File: src/hw/tpdic_pkg.sv
// Shared constants and types for the pen-detect and interrupt controller
package tpdic_pkg;

   // Slave address: upper six bits fixed, pin level supplies the lsb
   localparam logic [5:0] TPDIC_ADDR_UPPER = 6'h24;
   localparam int TPDIC_ADDR_W = 7;

   // Code scaling
   localparam int TPDIC_CODE_W = 12;
   localparam logic [11:0] TPDIC_FULL_SCALE = 12'hFFF;

   // Power-up delay setting width and the unit one step stands for
   localparam int TPDIC_PWR_DLY_W = 4;
   localparam int TPDIC_CLK_MHZ = 100;
   localparam int TPDIC_PWR_STEP_NS = 500;
   localparam int TPDIC_PWR_STEP_CYC = (TPDIC_PWR_STEP_NS * TPDIC_CLK_MHZ + 999) / 1000;
   // Bias settling is a quarter of the power-up delay
   localparam int TPDIC_BIAS_SHIFT = 2;
   localparam int TPDIC_CNT_W = 16;

   // Pen-detect resistor and multi-touch resistor select widths
   localparam int TPDIC_RPEN_W = 2;
   localparam int TPDIC_RMSEL_W = 3;

   // Channel identifiers, in read order
   localparam logic [2:0] TPDIC_CH_X = 3'h0;
   localparam logic [2:0] TPDIC_CH_Y = 3'h1;
   localparam logic [2:0] TPDIC_CH_Z1 = 3'h2;
   localparam logic [2:0] TPDIC_CH_Z2 = 3'h3;
   localparam logic [2:0] TPDIC_CH_LAST = 3'h3;

   typedef enum logic [4:0] {
      TPDIC_IDLE = 5'h01,
      TPDIC_BIAS = 5'h02,
      TPDIC_SAMPLE = 5'h04,
      TPDIC_CONVERT = 5'h08,
      TPDIC_HOLD = 5'h10
   } tpdic_state_t;

   // Configuration from host registers
   typedef struct packed {
      logic pen_interrupt_mode;
      logic pen_trigger_mode;
      logic [3:0] power_up_delay_setting;
      logic [1:0] pen_detect_res_select;
      logic [2:0] multitouch_res_select_x;
      logic [2:0] multitouch_res_select_y;
   } tpdic_cfg_t;

   // One channel result from the converter
   typedef struct packed {
      logic valid;
      logic [2:0] chan;
      logic [11:0] code;
   } tpdic_result_t;

endpackage : tpdic_pkg

File: src/hw/tpdic_ctrl.sv
// Pen detection, conversion sequencing and interrupt control
`timescale 1ns/1ps
// Overview of operation
// - Interrupt output is open-drain active low; never driven high.
// - Interrupt raised on pen touch and on new channel data.
// - Hardware reset pin low returns all control logic to reset state except the slave address and resistor select registers.
// - Address-select pin level changes the slave address answered.
// - Interrupt mode only interrupts; trigger mode starts a conversion instead.
// - Wait a quarter of the power-up delay before sampling the comparator.
// - Pen-detect pull-up resistor selectable among four values.
// - Every pen detection sets the pen interrupt flag in status.
// - In interrupt mode a pen detection pulls the interrupt low.
// - Status read clears pen flag and releases the interrupt at once.
// - X and Y are 12-bit codes, full scale 4095 times divider ratio.
// - Two pressure setups z1 and z2 follow X and Y, each own result.
// - Pressure codes z1 and z2 scaled to 4095 times their ratio.
// - Address-select level is the lsb of the 7-bit slave address.
// - Final not-acknowledge of a channel read releases the interrupt.
module tpdic_ctrl
   import tpdic_pkg::*;
#(
   parameter int CODE_W = TPDIC_CODE_W
) (
   // Clock and resets
   input wire logic clk,
   input wire logic sys_rst,
   input wire logic hw_reset_in_n,
   // Pins
   input wire logic addr_select_pin,
   input wire logic pen_comparator,
   output logic irq_out_o,
   output logic irq_out_oe,
   // Configuration
   input wire tpdic_cfg_t cfg,
   // Host events from the serial slave
   input wire logic status_read,
   input wire logic chan_read_nack,
   // Converter interface
   output logic pen_bias_en,
   output logic [TPDIC_RPEN_W-1:0] pen_res_sel,
   output logic [TPDIC_RMSEL_W-1:0] rmsel_x,
   output logic [TPDIC_RMSEL_W-1:0] rmsel_y,
   output logic conv_start,
   output logic [2:0] conv_chan,
   input wire logic conv_done,
   input wire logic [CODE_W-1:0] conv_code,
   // Status and results
   output logic [TPDIC_ADDR_W-1:0] slave_addr,
   output logic pen_irq_flag,
   output logic data_ready,
   output tpdic_result_t result
);

   // =====================================================
   // Pin synchronisation
   logic rst_pin_n_s;
   logic addr_sel_s;
   logic pen_cmp_s;
   logic ctl_rst;

   tpdic_sync #(.RESET_VAL(1'b1)) u_sync_rst (
      .clk(clk),
      .sys_rst(sys_rst),
      .din(hw_reset_in_n),
      .dout(rst_pin_n_s)
   );

   tpdic_sync #(.RESET_VAL(1'b0)) u_sync_addr (
      .clk(clk),
      .sys_rst(sys_rst),
      .din(addr_select_pin),
      .dout(addr_sel_s)
   );

   tpdic_sync #(.RESET_VAL(1'b0)) u_sync_pen (
      .clk(clk),
      .sys_rst(sys_rst),
      .din(pen_comparator),
      .dout(pen_cmp_s)
   );

   // pin reset acts as synchronous clear of sequencer, flag, result and interrupt state; slave address and resistor selects keep running
   assign ctl_rst = ~rst_pin_n_s;

   // =====================================================
   // Slave address
   // pin level alters the address
   logic [TPDIC_ADDR_W-1:0] next_slave_addr;
   assign next_slave_addr = {TPDIC_ADDR_UPPER, addr_sel_s};

   always_ff @(posedge clk or posedge sys_rst) begin
      if (sys_rst) begin
         slave_addr <= {TPDIC_ADDR_UPPER, 1'b0};
      end else begin
         slave_addr <= next_slave_addr;
      end
   end

   // =====================================================
   // Resistor selects passed to the analog side
   // four pull-up values
   // multi-touch selects taken as programmed by the host
   always_ff @(posedge clk or posedge sys_rst) begin
      if (sys_rst) begin
         pen_res_sel <= '0;
         rmsel_x <= '0;
         rmsel_y <= '0;
      end else begin
         pen_res_sel <= cfg.pen_detect_res_select;
         rmsel_x <= cfg.multitouch_res_select_x;
         rmsel_y <= cfg.multitouch_res_select_y;
      end
   end

   // =====================================================
   // Bias settling delay
   logic [TPDIC_CNT_W-1:0] bias_cycles;
   logic [TPDIC_CNT_W-1:0] bias_cnt;
   logic [TPDIC_CNT_W-1:0] pwr_cycles;
   // quarter of the power-up delay, never below one cycle
   assign pwr_cycles = TPDIC_CNT_W'((int'(cfg.power_up_delay_setting) + 1)
                                    * TPDIC_PWR_STEP_CYC);
   assign bias_cycles = ((pwr_cycles >> TPDIC_BIAS_SHIFT) == '0) ? TPDIC_CNT_W'(1)
                        : (pwr_cycles >> TPDIC_BIAS_SHIFT);

   // =====================================================
   // Sequencer
   tpdic_state_t state;
   tpdic_state_t next_state;
   logic bias_done;
   logic pen_seen;
   logic trig_mode;
   logic last_chan;
   logic [2:0] next_chan;

   assign bias_done = (bias_cnt == bias_cycles);
   // Trigger mode takes priority if both modes are set
   assign trig_mode = cfg.pen_trigger_mode;
   assign pen_seen = (state == TPDIC_SAMPLE) && pen_cmp_s;
   assign last_chan = (conv_chan == TPDIC_CH_LAST);
   assign next_chan = last_chan ? TPDIC_CH_X : conv_chan + 3'h1;

   always_comb begin
      next_state = state;
      unique case (state)
         TPDIC_IDLE: begin
            if (cfg.pen_interrupt_mode || cfg.pen_trigger_mode) begin
               next_state = TPDIC_BIAS;
            end
         end
         TPDIC_BIAS: begin
            if (bias_done) begin
               next_state = TPDIC_SAMPLE;
            end
         end
         TPDIC_SAMPLE: begin
            // trigger mode converts, interrupt mode only flags
            if (pen_cmp_s && trig_mode) begin
               next_state = TPDIC_CONVERT;
            end else if (pen_cmp_s) begin
               next_state = TPDIC_HOLD;
            end else begin
               next_state = TPDIC_IDLE;
            end
         end
         TPDIC_CONVERT: begin
            if (conv_done && last_chan) begin
               next_state = TPDIC_HOLD;
            end
         end
         TPDIC_HOLD: begin
            // Wait for pen lift so one touch gives one event
            if (!pen_cmp_s) begin
               next_state = TPDIC_IDLE;
            end
         end
         default: next_state = TPDIC_IDLE;
      endcase
   end

   always_ff @(posedge clk or posedge sys_rst) begin
      if (sys_rst) begin
         state <= TPDIC_IDLE;
      end else if (ctl_rst) begin
         state <= TPDIC_IDLE;
      end else begin
         state <= next_state;
      end
   end

   always_ff @(posedge clk or posedge sys_rst) begin
      if (sys_rst) begin
         bias_cnt <= '0;
      end else if (ctl_rst || state != TPDIC_BIAS) begin
         bias_cnt <= '0;
      end else begin
         bias_cnt <= bias_cnt + TPDIC_CNT_W'(1);
      end
   end

   always_ff @(posedge clk or posedge sys_rst) begin
      if (sys_rst) begin
         pen_bias_en <= 1'b0;
      end else begin
         pen_bias_en <= ~ctl_rst && (next_state == TPDIC_BIAS || next_state == TPDIC_SAMPLE);
      end
   end

   // =====================================================
   // Conversion channel walk: X, Y, then pressure z1, z2
   logic enter_conv;
   assign enter_conv = (state == TPDIC_SAMPLE) && (next_state == TPDIC_CONVERT);

   // two pressure setups after X and Y
   always_ff @(posedge clk or posedge sys_rst) begin
      if (sys_rst) begin
         conv_chan <= TPDIC_CH_X;
         conv_start <= 1'b0;
      end else if (ctl_rst) begin
         conv_chan <= TPDIC_CH_X;
         conv_start <= 1'b0;
      end else begin
         conv_start <= enter_conv || (state == TPDIC_CONVERT && conv_done && !last_chan);
         if (state == TPDIC_CONVERT && conv_done) begin
            conv_chan <= next_chan;
         end
      end
   end

   // position codes kept at full 12-bit scale
   // pressure codes kept the same way
   logic [TPDIC_CODE_W-1:0] sat_code;
   assign sat_code = (conv_code > CODE_W'(TPDIC_FULL_SCALE)) ? TPDIC_FULL_SCALE
                     : TPDIC_CODE_W'(conv_code);

   always_ff @(posedge clk or posedge sys_rst) begin
      if (sys_rst) begin
         result <= '0;
      end else if (ctl_rst) begin
         result <= '0;
      end else begin
         result.valid <= (state == TPDIC_CONVERT) && conv_done;
         if (state == TPDIC_CONVERT && conv_done) begin
            result.chan <= conv_chan;
            result.code <= sat_code;
         end
      end
   end

   // =====================================================
   // Flags and interrupt
   logic data_set;
   logic pen_irq_set;
   assign data_set = (state == TPDIC_CONVERT) && conv_done && last_chan;
   assign pen_irq_set = pen_seen;

   // Set wins over a same-cycle clear
   // status read clears the flag
   always_ff @(posedge clk or posedge sys_rst) begin
      if (sys_rst) begin
         pen_irq_flag <= 1'b0;
      end else if (ctl_rst) begin
         pen_irq_flag <= 1'b0;
      end else if (pen_irq_set) begin
         pen_irq_flag <= 1'b1;
      end else if (status_read) begin
         pen_irq_flag <= 1'b0;
      end
   end

   // channel read nack clears data pending
   always_ff @(posedge clk or posedge sys_rst) begin
      if (sys_rst) begin
         data_ready <= 1'b0;
      end else if (ctl_rst) begin
         data_ready <= 1'b0;
      end else if (data_set) begin
         data_ready <= 1'b1;
      end else if (chan_read_nack) begin
         data_ready <= 1'b0;
      end
   end

   // pen and data events both request
   // pen pulls low only in interrupt mode
   logic irq_pend;
   logic next_pen_flag;
   logic next_data_ready;
   assign next_pen_flag = pen_irq_set || (pen_irq_flag && !status_read);
   assign next_data_ready = data_set || (data_ready && !chan_read_nack);
   // Follow next flag values so a clear of one source never drops the other
   assign irq_pend = (next_pen_flag && cfg.pen_interrupt_mode && !cfg.pen_trigger_mode)
                     || next_data_ready;

   // output level fixed low, only the enable moves
   always_ff @(posedge clk or posedge sys_rst) begin
      if (sys_rst) begin
         irq_out_o <= 1'b0;
         irq_out_oe <= 1'b0;
      end else if (ctl_rst) begin
         irq_out_o <= 1'b0;
         irq_out_oe <= 1'b0;
      end else begin
         irq_out_o <= 1'b0;
         irq_out_oe <= irq_pend;
      end
   end

endmodule : tpdic_ctrl

File: src/hw/tpdic_sync.sv
// Two-stage synchroniser for a single pin level
`timescale 1ns/1ps
module tpdic_sync #(
   parameter logic RESET_VAL = 1'b0
) (
   // Clock and reset
   input wire logic clk,
   input wire logic sys_rst,
   // Level in and out
   input wire logic din,
   output logic dout
);
   logic stage1;

   always_ff @(posedge clk or posedge sys_rst) begin
      if (sys_rst) begin
         stage1 <= RESET_VAL;
         dout <= RESET_VAL;
      end else begin
         stage1 <= din;
         dout <= stage1;
      end
   end
endmodule : tpdic_sync

File: config.mk
export PLATFORM = sky130hd
export DESIGN_NAME = tpdic_ctrl
export DESIGN_NICKNAME = d
export VERILOG_FILES = /design/src/hw/tpdic_pkg.sv /design/src/hw/tpdic_ctrl.sv /design/src/hw/tpdic_sync.sv
export SDC_FILE = /design/constraint.sdc
export NUM_CORES = 1
export LEC_CHECK = 0
export ABC_CLOCK_PERIOD_IN_PS = 1800
export BUFFER_PORTS_ARGS = -buffer_cell sky130_fd_sc_hd__buf_2
export CORE_MARGIN = 2
export CORE_UTILIZATION = 45
export DETAILED_ROUTE_END_ITERATION = 10
export GPL_ROUTABILITY_DRIVEN = 1
export PLACE_DENSITY = 0.69
export SETUP_SLACK_MARGIN = 0.4
export SLEW_MARGIN = 25
export SYNTH_ARGS = -nofsm -noshare
export SYNTH_HDL_FRONTEND = slang
export SYNTH_HIERARCHICAL = 1
export SYNTH_SLANG_ARGS = --single-unit
File: constraint.sdc
create_clock -name clk -period 1.8 [get_ports clk]
set_input_delay 0.09 -clock clk [delete_from_list [all_inputs] [get_ports clk]]
set_output_delay 0.09 -clock clk [all_outputs]
set_load 0.01 [all_outputs]
* Word-level counts from Yosys, hierarchy flattened *
Index checks and enable logic that the tools add are counted.

storage, ports and cells
  bits in registers = 60
  word-level logic and storage cells = 89
  latch bits = 0
  output and inout port bits = 40
  memory bits (writable) = 0
  memories = 0
  memory bits (read-only) = 0
  bits of input ports = 34

cells by class
  multiplexer cells = 24
  shifts and indexed selects = 0
  multipliers = 1
  eq/ne operators = 14
  $add $sub $neg = 3
  order comparisons = 1
  reduce and logical (&&, ||, !) cells = 24
  bitwise operators = 1
  divide/modulo/power cells = 0

operators by type and width
  operator                                                                count
  5-bit two-way mux                                                       7
  16-bit two-way mux                                                      2
  5-bit case mux with 5 select lines                                      1
  16-bit by 1-bit adder with 16-bit output (second input constant)        1
  16-bit by 9-bit equality test with 1-bit output                         1
  16-bit logical NOT                                                      1
  15-bit two-way mux                                                      1
  12-bit greater-than comparator (second input constant)                  1
  1-bit logical AND                                                       12
  12-bit two-way mux                                                      1
  5-bit by 2-bit equality test with 1-bit output (second input constant)  2
  5-bit by 3-bit equality test with 1-bit output (second input constant)  2
  5-bit by 4-bit equality test with 1-bit output (second input constant)  2
  5-bit by 5-bit multiplier with 10-bit output (second input constant)    1
  3-bit two-way mux                                                       3
  9-bit two-way mux                                                       1
  1-bit two-way mux                                                       8
  1-bit logical OR                                                        7
  3-bit != test (second input constant)                                   2
  4-bit by 1-bit adder with 5-bit output (second input constant)          1
  5-bit by 1-bit equality test with 1-bit output (second input constant)  1
  5-bit equality test (second input constant)                             1
  5-bit by 2-bit != test with 1-bit output (second input constant)        1
  1-bit logical NOT                                                       4
  4 further kinds                                                         4

* Logic depth before layout (Yosys ltp) *
  depth after elaboration = 11
  gate-level depth with buffers = 13
  gate-level depth less buffers = 12

* By module *
The synthesis kept the hierarchy.

by module, submodules not included
  module                        instances  area each (um^2)  cells each  seq. area each (um^2)
  tpdic_ctrl                    1          3,041.7           307         1,352.5
  tpdic_sync (u_sync_addr ...)  2          53.8              3           50.0
  tpdic_sync (u_sync_rst)       1          56.3              3           52.6

* Worst setup path after synthesis *
OpenSTA, ideal clock, no wires.

  path type = input -> register
  start = input port cfg[10] (netlist name)
  end = register state[2]
  arrival = 2.832 ns
  setup slack = -1.153 ns
  cell stages on the path = 12
  path buffers = 1
  data required time = 1.679 ns
  setup time = 0.121 ns
  cell sequence = buf_2 -> nand3_1 -> xnor2_1 -> ha_1 -> ha_1 -> ha_1 -> ha_1 -> and3_1 -> a221o_1 -> xor2_1 -> a31o_1 -> and4b_1

between the ends
  longest elaborated chain between the ends = 8

ends and longest elaborated chain
  element                                            RTL line           text
  start, declared                                    tpdic_ctrl.sv:34   input wire tpdic_cfg_t cfg,
  4-bit by 1-bit adder with 5-bit output *           tpdic_ctrl.sv:121  assign pwr_cycles = TPDIC_CNT_W'((int'(cfg.power_up_delay_setting) + 1)
  5-bit by 5-bit multiplier with 10-bit output *     tpdic_ctrl.sv:122  * TPDIC_PWR_STEP_CYC);
  16-bit logical NOT                                 tpdic_ctrl.sv:123  assign bias_cycles = ((pwr_cycles >> TPDIC_BIAS_SHIFT) == '0) ? TPDIC_CNT_W'(1)
  9-bit two-way mux *                                tpdic_ctrl.sv:123
  16-bit by 9-bit equality test with 1-bit output *  tpdic_ctrl.sv:136  assign bias_done = (bias_cnt == bias_cycles);
  5-bit two-way mux *                                tpdic_ctrl.sv:152  if (bias_done) begin
  5-bit case mux with 5 select lines *               tpdic_ctrl.sv:145  unique case (state)
  5-bit two-way mux *                                tpdic_ctrl.sv:184  end else if (ctl_rst) begin
  end signal, assigned                               tpdic_ctrl.sv:187  state <= next_state;
  end, declared                                      tpdic_ctrl.sv:128  tpdic_state_t state;

Every way passes the cells marked *; elsewhere a longest branch is shown, timed or not.
A chain may end at the register's enable or synchronous reset.

* Worst setup path after layout *
  start = input port cfg[8] (netlist name)
  end = register state[2]

The elaborated chain is that of the path after synthesis.

==> metrics.yaml <==
cells_and_area:
  layout_common_cells: "63 x buf_2, 57 x dfrtp_1, 46 x buf_4"
  syn_to_final_growth_pct: 59.8
  diodes: 0
  layout_commonest_cell: "buf_2"
  drive_above_1_share_pct: 49.7
  final_util_pct: 75.0
  finalNetCount: 517
  stdcell_area_sq_um: 5120
sta:
  finalSetupViolations: 2
  max_freq_mhz: 420
  slew_violations: 0
  worstMarginPinSlew_ns: 0.554
  rsz0062_at_grt: "true"
  period_share_pct: 132
  setup_tns_ns: -1.12
  whs_ns: 0.0806
  slew_headroom_pct: 63.0
  period_minus_slack_ns: 2.38
  clock_skew_ns: 0.00479
  hold_viol: 0
  fin_ws_ns: -0.584
worst_setup_path:
  cp.depth: 12
  critPathLaunch: "cfg[8]"
  path_buf_inv: 1
  arrival_ns: 2.60
  crit_family: "adder cells"
  crit_path_cell_trace: "buf_12 > ha_4 > and3_4 > ha_4 > ha_4 > ha_4 > ha_4 > and3_4 > a221o_1 > xor2_1 > a31o_1 > and4b_1"
  crit_path_top_delay_cell: "a221o_1"
  end_kind: "flip-flop"
  start_kind: "primary input"
  r2r-start: "state[1]"
  cp_max_fo: 5
  reg2regPathDepth: 6
  worstPathRequired_ns: 2.02
  path_class: "primary input to flip-flop"
  critPathMaxStageDelay_ns: 0.35
  crit_top_cell: "ha_4"
floorplan:
  core-area_sq_um: 6830
  ios: 74
  die_y_um: 88.4
  die-area_sq_um: 7810
  start_util_pct: 46.9
  rows: 30
  die_x_um: 88.4
power_and_ir_drop:
  p_sw_share_pct: 28.0
  cellInternalPower_w: 0.00242
  power_frac_comb_pct: 26.0
  switching_power_w: 0.000940
  powerDensity_nw_per_um2: 656
  p_leak_nw: 2.32
  power_frac_clock_pct: 31.8
  power_w: 0.00336
  max-vdd-ir-drop_v: 0.000479
  pwr-share-seq_pct: 42.2
route:
  drt-vias-per-instance: 5.04
  drtAntennaViolNets: 0
  vias: 2835
  wl_mm: 8.64
  drtPass1Iterations: 4
  post_drt_wl_per_cell_um: 15.3
  first_iter_violations: 134
  drc: 0
global_route:
  antenna_found_initial: 0
  grt_max_degree: 33
  grt_pass1_vias: 2927
  grt_pass1_wl_mm: 13.7
  overflow: 0
  track_usage_pct: 22.9
yosys:
  synth.distinct_cells: 56
  synth_seq_area_share_pct: 47.0
  syn-instance-count: 316
  synth_edf_count: 0
  yosysWarnings: 6
  synth_area_sq_um: 3210
  async_reset_ff_share_pct: 100
  synth-seq-cells: 60
  synth_largest_area_cell: "dfrtp_1"
  synth_area_per_cell_sq_um: 10.1
  synth.area.top_cells: "dfrtp_1 44%, ha_1 7.4%, xnor2_1 5.2%"
  synth_top_area_share_pct: 44.5
  ys.flop_type: "dfrtp_1"
clock_tree:
  numCtsBuffers: 9
  cts_sinks: 60
  cts_tree: "built"
  path_clk_slew_ns: 0.06
  htree_levels: 3
  cts_buffer_depth: 2
  clock-root-buffer: "clkbuf_8"
  worstSkewPairLatency_ns: 0.33
placed_design:
  port_buffers: 66
  placed_area_sq_um: 3880
  dp_hpwl_mm: 4.93
  gp_congestion: 0.802
min_path:
  hold_class: "primary input to flip-flop"
  min-delay-start: "cfg[13]"
  hold_depth: 2
outcome:
  status: "finished with violations"
  violations: "negative setup slack"
flow_run:
  cap_violations: 0
[metal layers]
layer | vias to the layer above | GRT usage, % | part of all wire [%]
met1 | 1373 | 26.5 | 39
met2 | 86 | 41.0 | 54
met4 | 0 | 9.09 | 1.8
li1 | 1359 | - | -
met5 | - | 0 | 0
met3 | 17 | 5.22 | 4.4
[path summary, 6_finish.rpt]
path,end,slack (ns)
setup reg to reg,result[0],0.10
max in group asynchronous,rmsel_x[2],0.88
setup / recovery,state[2],-0.58
hold reg to reg,u_sync_rst/dout,0.36
hold / removal,irq_out_oe,0.08
min in group asynchronous,u_sync_pen/dout,0.21
[final cells by class]
class / instances / area (sq um)
inverter: 17 / 70.1
fill: 436 / 1710
clock buffer: 11 / 151
tap: 96 / 120
timing repair buffer: 150 / 1170
sequential: 60 / 1510
multi-input combinational: 225 / 2080
clock inverter: 4 / 25.0
[metrics by stage]
step,cells,setup WS (ns)
floorplan,321,-0.899
global placement,490,-1.04
detailed placement,490,-1.14
CTS,557,-0.525
global route,563,-0.636
finish,563,-0.584
[synthesized netlist by cell type (6+ instances only)]
cell	instances
xor2_1	10
xnor2_1	19
a21boi_0	8
nor2_1	16
o21ai_0	8
nand3_1	11
nor3_1	8
buf_4	7
ha_1	19
dfrtp_1	57
nand2_1	41
a21oi_1	9
a21boi_1	10
inv_1	15
buf_2	6
[kinds of logic after synthesis]
logic type               count (synthesis)  synth area share, %
adder cells (fa/ha/maj)                 20                 8.04
XOR/XNOR                                31                 9.33
AO/OA/AOI/OAI                           53                 11.7
flip-flops                              60                 47.0
AND/OR/NAND/NOR                        114                 18.2
buffers and inverters                   36                 5.50
other                                    2                0.234
[registers in the layout (all words and copies together), names as in the netlist, 2 cells and up]
signal	cells
bias_cnt	16
conv_chan	3
pen_res_sel	2
result	16
rmsel_x	3
rmsel_y	3
state	5
[power groups by stage]
stage                     clock network (W)  logic, W  registers [W]
after floorplan                           0  0.000416        0.00144
after global placement                    0  0.000576        0.00143
after detailed placement                  0  0.000597        0.00144
after CTS                           0.00110  0.000803        0.00141
after global routing                0.00116  0.000947        0.00142
final                               0.00107  0.000873        0.00142
[what timing repair did]
item                                   CTS  global route
pin swaps                               50            10
hold buffers                            24             0
buffers inserted                        25             6
setup endpoints to repair               37            45
cloned                                   3             0
endpoints found under the hold margin   50             0
gates resized for setup                100            20
No activity file was read; power rests on OpenSTA's default activity.
